--- config.mk ---
export PLATFORM = sky130hd
export DESIGN_NAME = wwdt_top
export DESIGN_NICKNAME = d
export VERILOG_FILES = /design/src/hw/wwdt_pkg.sv /design/src/hw/wwdt_cnt_if.sv /design/src/hw/wwdt_top.sv /design/src/hw/wwdt_tick.sv /design/src/hw/wwdt_count.sv
export SDC_FILE = /design/constraint.sdc
export NUM_CORES = 1
export LEC_CHECK = 0
export CAP_MARGIN = 20
export CORE_UTILIZATION = 30
export CTS_CLUSTER_DIAMETER = 60
export DETAILED_ROUTE_END_ITERATION = 10
export DONT_BUFFER_PORTS = 1
export GPL_TIMING_DRIVEN = 1
export SYNTH_ARGS = -nofsm -noshare
export SYNTH_HDL_FRONTEND = slang
export SYNTH_SLANG_ARGS = --single-unit
--- constraint.sdc ---
create_clock -name pclk -period 10.45 [get_ports pclk]
set_input_delay 2.09 -clock pclk [delete_from_list [all_inputs] [get_ports pclk]]
set_output_delay 2.09 -clock pclk [all_outputs]
set_load 0.005 [all_outputs]
--- src/hw/wwdt_pkg.sv ---
// Summary of operation
// - While running, count oscillator ticks; reset the device unless software clears it.
// - A postscaler value selects the time-out period, two to the power of it, with codes above 20 giving two to the 20.
// - A time-out during Sleep or Idle wakes the device instead of resetting it.
// - Enable bit 15 starts the counter; clearing it stops only a software start.
// - Enable bit reads one whenever the counter runs, by strap or by software.
// - Read-only postscaler shadow, bits 6 to 2, loaded from the strap after reset.
// - Bit 1 selects windowed operation when set; it resets to zero.
// - Writing one to bit 0 restarts the count; writing zero does nothing.
// - Bits 31 to 16 and 14 to 7 ignore writes and read as zero.
// - Clear, set and invert aliases at 0x4, 0x8, 0xC change only written ones.
package wwdt_pkg;

  // ****************************************
  // Register map
  // ****************************************
  localparam int APB_AW = 12;
  localparam logic [APB_AW-1:0] OFS_CONTROL = 12'h000;
  localparam logic [APB_AW-1:0] OFS_CTRL_CLR = 12'h004;
  localparam logic [APB_AW-1:0] OFS_CTRL_SET = 12'h008;
  localparam logic [APB_AW-1:0] OFS_CTRL_INV = 12'h00C;
  localparam logic [APB_AW-1:0] OFS_STATUS = 12'h010;
  localparam logic [APB_AW-1:0] OFS_MASK = 12'h014;

  // ****************************************
  // Control fields
  // ****************************************
  localparam int BIT_ON = 15;
  localparam int PS_LSB = 2;
  localparam int PS_W = 5;
  localparam int BIT_WIN = 1;
  localparam int BIT_CLR = 0;
  localparam logic [31:0] CTRL_RESET = 32'h0000_0000;
  localparam logic [31:0] CTRL_WMASK = 32'h0000_8003;
  localparam logic [31:0] CTRL_RMASK = 32'h0000_807E;

  // ****************************************
  // Status and mask fields
  // ****************************************
  localparam int ST_TIMEOUT = 0;
  localparam int ST_WAKE = 1;
  localparam int ST_WINFAULT = 2;
  localparam int ST_W = 3;
  localparam logic [ST_W-1:0] STAT_RESET = 3'h0;
  localparam logic [ST_W-1:0] MASK_RESET = 3'h0;

  // ****************************************
  // Timing
  // ****************************************
  localparam int CLK_MHZ = 250;
  localparam int RST_PULSE_NS = 40;
  localparam int RST_PULSE_CYC = (RST_PULSE_NS * CLK_MHZ + 999) / 1000;
  localparam int HOLD_W = $clog2(RST_PULSE_CYC + 1);
  localparam int PS_MAX = 20;
  localparam int CNT_W = PS_MAX + 1;
  localparam int WIN_SHIFT = 2;

  typedef enum logic {WWDT_RUN, WWDT_HOLD} wwdt_state_t;

  // Larger codes clamp so the counter cannot overflow
  function automatic logic [CNT_W-1:0] wwdt_period(
    input logic [PS_W-1:0] ps
  );
    logic [PS_W-1:0] p;
    p = (ps > PS_W'(PS_MAX)) ? PS_W'(PS_MAX) : ps;
    wwdt_period = CNT_W'(1) << p;
  endfunction

  // Restarts are allowed only in the last quarter of the period
  function automatic logic [CNT_W-1:0] wwdt_win_open(
    input logic [PS_W-1:0] ps
  );
    logic [CNT_W-1:0] per;
    per = wwdt_period(ps);
    wwdt_win_open = per - (per >> WIN_SHIFT);
  endfunction

endpackage

--- src/hw/wwdt_cnt_if.sv ---
`timescale 1ns/100ps
interface wwdt_cnt_if;
  import wwdt_pkg::*;
  logic tick;
  logic run;
  logic restart;
  logic win_en;
  logic [PS_W-1:0] ps;
  logic timeout;
  logic early_clr;
  modport src(output tick);
  modport ctl(output run, restart, win_en, ps,
              input tick, timeout, early_clr);
  modport cnt(input tick, run, restart, win_en, ps,
              output timeout, early_clr);
endinterface

--- src/hw/wwdt_top.sv ---
`timescale 1ns/100ps
module wwdt_top import wwdt_pkg::*; (
  // Clock and reset
  input wire logic pclk,
  input wire logic presetn,
  // APB slave
  input wire logic psel,
  input wire logic penable,
  input wire logic pwrite,
  input wire logic [APB_AW-1:0] paddr,
  input wire logic [31:0] pwdata,
  output logic [31:0] prdata,
  output logic pready,
  output logic pslverr,
  // Configuration straps
  input wire logic cfg_wdt_on,
  input wire logic [PS_W-1:0] postscaler_config,
  // Oscillator and power state
  input wire logic low_power_oscillator,
  input wire logic sleep_idle,
  // Events
  output logic device_reset_req,
  output logic wake_req,
  output logic irq
);

  // ****************************************
  // Counter path
  // ****************************************
  wwdt_cnt_if cnt();

  wwdt_tick u_tick (
    .pclk(pclk),
    .presetn(presetn),
    .osc_level(low_power_oscillator),
    .bus(cnt)
  );

  wwdt_count u_count (
    .pclk(pclk),
    .presetn(presetn),
    .bus(cnt)
  );

  logic cfg_loaded;
  logic next_cfg_loaded;
  logic cfg_on;
  logic next_cfg_on;
  logic [PS_W-1:0] postscaler_shadow;
  logic [PS_W-1:0] next_shadow;
  logic sw_on;
  logic next_sw_on;
  logic win_en;
  logic next_win_en;
  logic run_on;
  logic fault;
  logic wake_ev;
  wwdt_state_t state;
  wwdt_state_t next_state;
  logic [HOLD_W-1:0] hold_cnt;
  logic [HOLD_W-1:0] next_hold;

  // ****************************************
  // APB decode
  // ****************************************
  logic hit_ctrl;
  logic hit_alias;
  logic hit_stat;
  logic hit_mask;
  logic mapped;
  logic setup_rd;
  logic acc_wr;
  logic ctrl_wr;
  logic clr_req;
  logic [31:0] ctrl_old;
  logic [31:0] ctrl_new;

  always_comb begin
    hit_ctrl = paddr == OFS_CONTROL;
    hit_alias = hit_ctrl || paddr == OFS_CTRL_CLR
      || paddr == OFS_CTRL_SET || paddr == OFS_CTRL_INV;
    hit_stat = paddr == OFS_STATUS;
    hit_mask = paddr == OFS_MASK;
    mapped = hit_alias || hit_stat || hit_mask;
    setup_rd = psel && !penable && !pwrite;
    acc_wr = psel && penable && pwrite && mapped;
  end

  // Zero wait states: read data is loaded in the setup cycle
  assign pready = 1'b1;
  assign pslverr = psel && penable && !mapped;

  // Aliases act on the software enable, never on the strap enable
  always_comb begin
    ctrl_old = CTRL_RESET;
    ctrl_old[BIT_ON] = sw_on;
    ctrl_old[BIT_WIN] = win_en;
    case (paddr)
      OFS_CTRL_CLR: ctrl_new = ctrl_old & ~pwdata;
      OFS_CTRL_SET: ctrl_new = ctrl_old | pwdata;
      OFS_CTRL_INV: ctrl_new = ctrl_old ^ pwdata;
      default: ctrl_new = pwdata;
    endcase
    ctrl_new = ctrl_new & CTRL_WMASK;
    ctrl_wr = acc_wr && hit_alias;
    clr_req = ctrl_wr && ctrl_new[BIT_CLR];
  end

  // ****************************************
  // Control register
  // ****************************************
  assign run_on = cfg_on || sw_on;

  // Straps are caught on the first edge after reset release
  always_comb begin
    next_cfg_loaded = 1'b1;
    next_cfg_on = cfg_loaded ? cfg_on : cfg_wdt_on;
    next_shadow = cfg_loaded ? postscaler_shadow
                             : postscaler_config;
    next_sw_on = sw_on;
    next_win_en = win_en;
    if (fault) begin
      // A watchdog reset returns software state to its reset value
      next_sw_on = CTRL_RESET[BIT_ON];
      next_win_en = CTRL_RESET[BIT_WIN];
    end else if (ctrl_wr) begin
      next_sw_on = ctrl_new[BIT_ON];
      next_win_en = ctrl_new[BIT_WIN];
    end
  end

  always_ff @(posedge pclk or negedge presetn) begin
    if (!presetn) begin
      cfg_loaded <= 1'b0;
      cfg_on <= 1'b0;
      postscaler_shadow <= '0;
      sw_on <= CTRL_RESET[BIT_ON];
      win_en <= CTRL_RESET[BIT_WIN];
    end else begin
      cfg_loaded <= next_cfg_loaded;
      cfg_on <= next_cfg_on;
      postscaler_shadow <= next_shadow;
      sw_on <= next_sw_on;
      win_en <= next_win_en;
    end
  end

  assign cnt.run = run_on;
  assign cnt.restart = clr_req;
  assign cnt.win_en = win_en;
  assign cnt.ps = postscaler_shadow;

  // ****************************************
  // Fault sequencing
  // ****************************************
  always_comb begin
    wake_ev = cnt.timeout && sleep_idle;
    fault = state == WWDT_RUN && (cnt.early_clr
      || (cnt.timeout && !sleep_idle));
    next_state = state;
    next_hold = hold_cnt;
    case (state)
      WWDT_RUN: begin
        if (fault) begin
          next_state = WWDT_HOLD;
          next_hold = HOLD_W'(RST_PULSE_CYC - 1);
        end
      end
      WWDT_HOLD: begin
        if (hold_cnt == '0) begin
          next_state = WWDT_RUN;
        end else begin
          next_hold = hold_cnt - HOLD_W'(1);
        end
      end
      default: begin
        next_state = WWDT_RUN;
      end
    endcase
  end

  always_ff @(posedge pclk or negedge presetn) begin
    if (!presetn) begin
      state <= WWDT_RUN;
      hold_cnt <= '0;
    end else begin
      state <= next_state;
      hold_cnt <= next_hold;
    end
  end

  assign device_reset_req = state == WWDT_HOLD;

  // ****************************************
  // Status, mask and interrupt
  // ****************************************
  logic [ST_W-1:0] status;
  logic [ST_W-1:0] next_status;
  logic [ST_W-1:0] mask;
  logic [ST_W-1:0] next_mask;
  logic [ST_W-1:0] events;
  logic [ST_W-1:0] stat_clr;
  logic next_wake;

  // Status survives the device reset request so software can read the cause
  always_comb begin
    events = '0;
    events[ST_TIMEOUT] = cnt.timeout && !sleep_idle;
    events[ST_WAKE] = wake_ev;
    events[ST_WINFAULT] = cnt.early_clr;
    stat_clr = (acc_wr && hit_stat) ? pwdata[ST_W-1:0] : '0;
    next_status = (status & ~stat_clr) | events;
    next_mask = (acc_wr && hit_mask) ? pwdata[ST_W-1:0] : mask;
    next_wake = wake_ev;
  end

  always_ff @(posedge pclk or negedge presetn) begin
    if (!presetn) begin
      status <= STAT_RESET;
      mask <= MASK_RESET;
      wake_req <= 1'b0;
    end else begin
      status <= next_status;
      mask <= next_mask;
      wake_req <= next_wake;
    end
  end

  assign irq = |(status & mask);

  // ****************************************
  // Read data
  // ****************************************
  logic [31:0] rd_word;
  logic [31:0] next_prdata;

  always_comb begin
    rd_word = '0;
    if (hit_alias) begin
      rd_word[BIT_ON] = run_on;
      rd_word[PS_LSB +: PS_W] = postscaler_shadow;
      rd_word[BIT_WIN] = win_en;
    end else if (hit_stat) begin
      rd_word[ST_W-1:0] = status;
    end else if (hit_mask) begin
      rd_word[ST_W-1:0] = mask;
    end
    next_prdata = setup_rd ? rd_word : prdata;
  end

  always_ff @(posedge pclk or negedge presetn) begin
    if (!presetn) begin
      prdata <= '0;
    end else begin
      prdata <= next_prdata;
    end
  end
endmodule

--- src/hw/wwdt_tick.sv ---
`timescale 1ns/100ps
module wwdt_tick import wwdt_pkg::*; (
  // Clock and reset
  input wire logic pclk,
  input wire logic presetn,
  // Oscillator level, synchronous to pclk
  input wire logic osc_level,
  // Tick toward the counter
  wwdt_cnt_if.src bus
);
  logic osc_q;
  logic next_osc_q;
  logic tick_q;
  logic next_tick_q;

  always_comb begin
    next_osc_q = osc_level;
    next_tick_q = osc_level & ~osc_q;
  end

  always_ff @(posedge pclk or negedge presetn) begin
    if (!presetn) begin
      // Resets high so a level already high at release is no false tick
      osc_q <= 1'b1;
      tick_q <= 1'b0;
    end else begin
      osc_q <= next_osc_q;
      tick_q <= next_tick_q;
    end
  end

  assign bus.tick = tick_q;
endmodule

--- src/hw/wwdt_count.sv ---
`timescale 1ns/100ps
module wwdt_count import wwdt_pkg::*; (
  // Clock and reset
  input wire logic pclk,
  input wire logic presetn,
  // Control and events
  wwdt_cnt_if.cnt bus
);
  logic [CNT_W-1:0] count;
  logic [CNT_W-1:0] next_count;
  logic [CNT_W-1:0] per;
  logic timeout_q;
  logic next_timeout;
  logic early_q;
  logic next_early;

  // Restart outranks a tick, so timeout and early fault never coincide
  always_comb begin
    per = wwdt_period(bus.ps);
    next_count = count;
    next_timeout = 1'b0;
    next_early = 1'b0;
    if (!bus.run) begin
      next_count = '0;
    end else if (bus.restart) begin
      next_count = '0;
      next_early = bus.win_en && (count < wwdt_win_open(bus.ps));
    end else if (bus.tick) begin
      if (count >= per - CNT_W'(1)) begin
        next_count = '0;
        next_timeout = 1'b1;
      end else begin
        next_count = count + CNT_W'(1);
      end
    end
  end

  always_ff @(posedge pclk or negedge presetn) begin
    if (!presetn) begin
      count <= '0;
      timeout_q <= 1'b0;
      early_q <= 1'b0;
    end else begin
      count <= next_count;
      timeout_q <= next_timeout;
      early_q <= next_early;
    end
  end

  assign bus.timeout = timeout_q;
  assign bus.early_clr = early_q;
endmodule

Word-level counts from Yosys, hierarchy flattened
Cells that the tools add are included.

cells by class
  add/sub/neg operators = 4
  $lt $le $gt $ge = 3
  equality and inequality tests = 8
  shift operators = 1
  muxes and demuxes = 29
  bitwise operators = 11
  reduce and logical (&&, ||, !) cells = 30

operators with widths
  kind                     number
  $mux W21                 4
  $pmux W16 S3             1
  $eq A12 B4 Y1 const B    2
  $eq A12 B5 Y1 const B    2
  $add A21 B1 Y21 const B  1
  $ge A21 B21 Y1           1
  $lt A21 B21 Y1           1
  $shl A1 B5 Y21 const A   1
  $sub A21 B1 Y21 const B  1
  $sub A21 B19 Y21         1
  $and A16 B16 Y16         1
  $not A16 Y16             1
  $or A16 B16 Y16          1
  $xor A16 B16 Y16         1
  $logic_and A1 B1 Y1      14
  $mux W1                  14
  $eq A12 B3 Y1 const B    1
  $logic_not A12 Y1        1
  $mux W4                  3
  $mux W3                  3
  $pmux W4 S2              1
  $logic_or A1 B1 Y1       7
  $and A3 B3 Y3            2
  $gt A5 B5 Y1 const B     1
  15 further kinds         20

word-level totals
  register bits = 54
  input bits = 57
  output and inout port bits = 37
  logic and storage cells = 102

Longest topological paths before layout
  depth after elaboration = 12
  gate-level depth with buffers = 22
  depth with buffers taken out = 20

Modules after synthesis
A second synthesis with hierarchy kept.

unflattened totals
  cell total of the unflattened synthesis = 633
  area, all modules = 5,235.0 µm²

by module, submodules not included
  module      instances  cells an instance  area each (µm²)  sequential area each (µm²)
  wwdt_count  1          468                3,520.9          575.6
  wwdt_top    1          162                1,649.1          725.7
  wwdt_tick   1          3                  65.1             51.3

Worst setup path after synthesis
No wires, ideal clock.

  path kind = input to output
  start = input port paddr[7]
  end = output port pslverr
  arrival time = 3.315 ns
  required time = 8.360 ns
  slack = 5.045 ns
  stages on the path = 5
  buffers on the path = 1
  path through = nor4_1 -> nand3_1 -> or3b_2 -> clkbuf_1 -> and4b_1

on the way
  word-level cells in the longest chain between the ends = 8
  elaborated cells on any way between the ends = 13
  classes of those cells = 5 x eq/ne; 8 x reduce/logical

ends and longest elaborated chain
  element                                             RTL line                        text
  from (decl)                                         wwdt_top.sv:10                  input wire logic [APB_AW-1:0] paddr,
  $eq A12 B3 Y1 or $logic_not A12 Y1 (tied branches)  wwdt_top.sv:80, wwdt_top.sv:79
  $logic_or A1 B1 Y1                                  wwdt_top.sv:80                  hit_alias = hit_ctrl || paddr == OFS_CTRL_CLR
  $logic_or A1 B1 Y1 (2 in series)                    wwdt_top.sv:81                  || paddr == OFS_CTRL_SET || paddr == OFS_CTRL_INV;
  $logic_or A1 B1 Y1                                  wwdt_top.sv:84                  mapped = hit_alias || hit_stat || hit_mask;
  $logic_or A1 B1 Y1 *                                wwdt_top.sv:84
  $logic_not A1 Y1 *                                  wwdt_top.sv:91                  assign pslverr = psel && penable && !mapped;
  $logic_and A1 B1 Y1 *                               wwdt_top.sv:91
  to (decl)                                           wwdt_top.sv:14                  output logic pslverr,

Mark *: on every way between the ends. The rest lies on a longest branch, timed or not.

Final worst setup path
  start = register postscaler_shadow[2] (netlist: cnt.ps[2])
  end = register u_count.early_q (netlist: u_count.bus.early_clr)

on the way
  word-level cells in the longest chain between the ends = 8

ends and longest elaborated chain
  element                 RTL line          text
  from (decl)             wwdt_top.sv:49    logic [PS_W-1:0] postscaler_shadow;
  from (signal assigned)  wwdt_top.sv:142   postscaler_shadow <= next_shadow;
  $gt A5 B5 Y1            wwdt_pkg.sv:65    p = (ps > PS_W'(PS_MAX)) ? PS_W'(PS_MAX) : ps;
  $mux W5 *               wwdt_pkg.sv:65
  $shl A1 B5 Y21 *        wwdt_pkg.sv:66    wwdt_period = CNT_W'(1) << p;
  $sub A21 B19 Y21 *      wwdt_pkg.sv:75    wwdt_win_open = per - (per >> WIN_SHIFT);
  $lt A21 B21 Y1 *        wwdt_count.sv:27  next_early = bus.win_en && (count < wwdt_win_open(bus.ps));
  $logic_and A1 B1 Y1 *   wwdt_count.sv:27
  $mux W1 *               wwdt_count.sv:25  end else if (bus.restart) begin
  $mux W1 *               wwdt_count.sv:23  if (!bus.run) begin
  net u_count.next_early  wwdt_count.sv:15  logic next_early;
  to (signal assigned)    wwdt_count.sv:46  early_q <= next_early;
  to (decl)               wwdt_count.sv:14  logic early_q;

Mark *: on every way through the listed nets, which the timed path passes. The rest lies on a longest branch.
A chain may end at the register's enable or synchronous reset.

==> results.md <==
- Status: finished, final reports clean
- Max clock buf depth: 2
- Post-synth top cells: nand2_1, ha_1, a21oi_1
- Final core occ: 0.320
- Top-count cell post-synth: nand2_1
- Reg2reg setup slack: 4.89 ns
- DR pass1 iterations: 7
- Critical Path RT: 10.63 ns
- Horiz. Die Dim: 136 µm
- Total global routing overflow: 0
- # rows: 48
- Detail Placement HPWL: 9.58 mm
- Top-area cell type share of the netlist area: 0.247
- RD Place Congestion: 0.796
- Worst r2r dst: u_count.bus.early_clr$_DFF_PN0_
- Max cap viols: 0
- # nets final: 778
- Top Ports: 94
- Seq/Total Area, Yosys: 0.252
- Worst hold endpoint: status[2]$_DFF_PN0_
- Hold Crit Start: u_count.bus.early_clr$_DFF_PN0_
- Total CTS buffers: 5
- Initial core utilization: 0.309
- Total Routed Length: 12.5 mm
- Vias in the first global route: 4217
- PwrDens: 108 nW/µm²
- Root Buffer: clkbuf_16
- EDFF count, synth: 0
- Largest net degree at the start of global routing: 55
- RSZ-0062 raised after global routing: false
- Antenna Cells: 0
- Path type of the worst min-delay path: reg2reg
- Fin crit period: 5.56 ns
- Cell Area, Synth: 5380 µm²
- CP Max Fanout: 22
- Drt via density: 5.33
- DR iter-0 viols: 328
- Post-place setup slack: 4.91 ns
- TNS Setup: 0 ns
- Slew margin rel.: 0.484
- Slew at the pin closest to its max-slew limit: 0.775 ns
- Clk_lat worst skew: 0.30 ns
- Core footprint: 17400 µm²
- Avg WL per Cell: 14.3 µm
- Hold Fails Final Rpt: 0
- Slew Limit Fails: 0
- Worst EP arrival: 5.74 ns
- Die area: 18500 µm²
- Critical Path Sink Type: flop
- Syn avg cell area: 7.96 µm²
- Routed Antenna Nets: 0
- Area of the multi-input gates: 3660 µm²
- Sink Count: 54
- Worst r2r src: cnt.ps[2]$_DFFE_PN0N_
- Port bufs: 0
- Final Power: 0.605 mW
- Hold_ws: 0.453 ns
- Initial antenna violation count: 0
- CTS tree: built
- Hold buffer count at cts: 0
- Post-CTS setup buffers: 0
- Hold depth: 1
- Die span in y: 136 µm
- Cell count after synthesis: 675
- Routed vias: 4678
- Setup CP Type: reg2reg
- Sequential standard cell area: 1350 µm²
- Cell Count Post-Placement: 871
- YS warnings: 0
- First-pass GRT wire length: 20.7 mm
- Main synth FF type: dfrtp_1
- Ratio of cells with drive above 1 in the final layout: 0.0597
- Final Cell Area: 5580 µm²
- Final period util: 0.532
- Area after DPL: 5440 µm²
- Final setup vio count: 0
- Global Route Usage Sum: 0.138
- Area Overhead vs Synth: 3.82%
- Final cell count without fillers: 878
- Clock Skews: 0.00325 ns
- Post-synth cell types: 64
- Worst vdd ir: 0.0592 mV
- DRC: 0
- Reg clk slew, reported paths: 0.07 ns
- R2R depth: 16
- Critical Path Start Type: flop
- Final setup margin: 4.89 ns
- Cts repair resizes: 0
- Fmax: 180 MHz
- Post-synth ARST share: 1.00
- Fillers: 1874
- Synth area leader: dfrtp_1
- # H-tree levels: 2
- Largest cells by area after synthesis: dfrtp_1, ha_1, a21oi_1
- FF+latch count, synth: 54
- P_leak: 2.66 nW
[worst max path at each step]
stage	start	end	slack, ns	cells past startpoint
2_1_floorplan	paddr[7]	pslverr	5.05	5
3_3_place_gp	cnt.ps[2]$_DFFE_PN0N_	u_count.bus.early_clr$_DFF_PN0_	4.92	16
3_5_place_dp	cnt.ps[2]$_DFFE_PN0N_	u_count.bus.early_clr$_DFF_PN0_	4.91	16
4_1_cts	cnt.ps[2]$_DFFE_PN0N_	u_count.bus.early_clr$_DFF_PN0_	4.87	16
5_1_grt	cnt.ps[2]$_DFFE_PN0N_	u_count.bus.early_clr$_DFF_PN0_	4.56	16
6_report	cnt.ps[2]$_DFFE_PN0N_	u_count.bus.early_clr$_DFF_PN0_	4.89	16
[registers in the layout, indices dropped and copies added (netlist names)]
register,count
prdata,8
u_count.bus.timeout,1
cnt.win_en,1
mask,3
sw_on,1
u_tick.bus.tick,1
cnt.ps,5
cfg_loaded,1
u_count.count,21
device_reset_req,1
status,3
u_tick.osc_q,1
u_count.bus.early_clr,1
hold_cnt,4
cfg_on,1
wake_req,1
[report_power, final]
part / switching (mW) / internal [mW]
Combinational: 0.119 / 0.0877
Sequential: 0.0178 / 0.215
Clock: 0.0782 / 0.0882
[placed cells by master (no fill, tap or decap), types with 11 or more instances in the layout]
cell | Yosys | routed
ha_1 | 67 | 67
o21ai_0 | 38 | 38
nand4_1 | 15 | 15
inv_1 | 36 | 36
nor3_1 | 18 | 18
conb_1 | 2 | 26
dfrtp_1 | 53 | 53
a21oi_1 | 57 | 57
nor2_1 | 48 | 48
nor2b_1 | 11 | 11
a211oi_1 | 12 | 12
nand2_1 | 70 | 70
nand3_1 | 39 | 39
xor2_1 | 12 | 12
a21o_1 | 12 | 12
[per-layer routing]
metal | vias up | part of all wire | GRT usage
met5 | - | 0 | 0
met4 | 0 | 0.012 | 0.0272
met3 | 15 | 0.052 | 0.0246
met2 | 133 | 0.46 | 0.227
met1 | 2188 | 0.48 | 0.188
li1 | 2342 | - | -
[critical path: stages, from the launching register on]
cell and delay [ns]:
dfrtp_1 0.64, or2_2 0.47, nor2_1 0.25, nand2_1 0.14, ha_1 0.37, a21o_1 0.21
or2_2 0.28, o311ai_1 0.47, nor2_1 0.11, o32ai_1 0.68, o21ai_0 0.22, xnor2_1 0.20
ha_1 0.26, nor2b_1 0.13, o21ai_0 0.13, or4b_2 0.59, a211oi_1 0.26
[cell families (layout without fill, tap and decap cells)]
logic type / Yosys count / in the layout / synth area share
fa+ha+maj: 68 / 68 / 0.160
compound gates: 162 / 162 / 0.191
xor+xnor: 20 / 20 / 0.0326
flops: 54 / 54 / 0.252
simple gates: 265 / 265 / 0.252
mux: 14 / 14 / 0.0284
other cells: 2 / 26 / 0.00140
buf+inv: 90 / 44 / 0.0833
[cell type report]
class                           instances  share of cell area
Clock buffer                            5              0.0224
Clock inverter                          2             0.00247
Inverter                               36              0.0242
Multi-Input combinational cell        555               0.657
Sequential cell                        54               0.242
Tap cell                              225              0.0504
Timing Repair Buffer                    1             0.00135
Note: power is estimated with default switching activity, not from simulation.
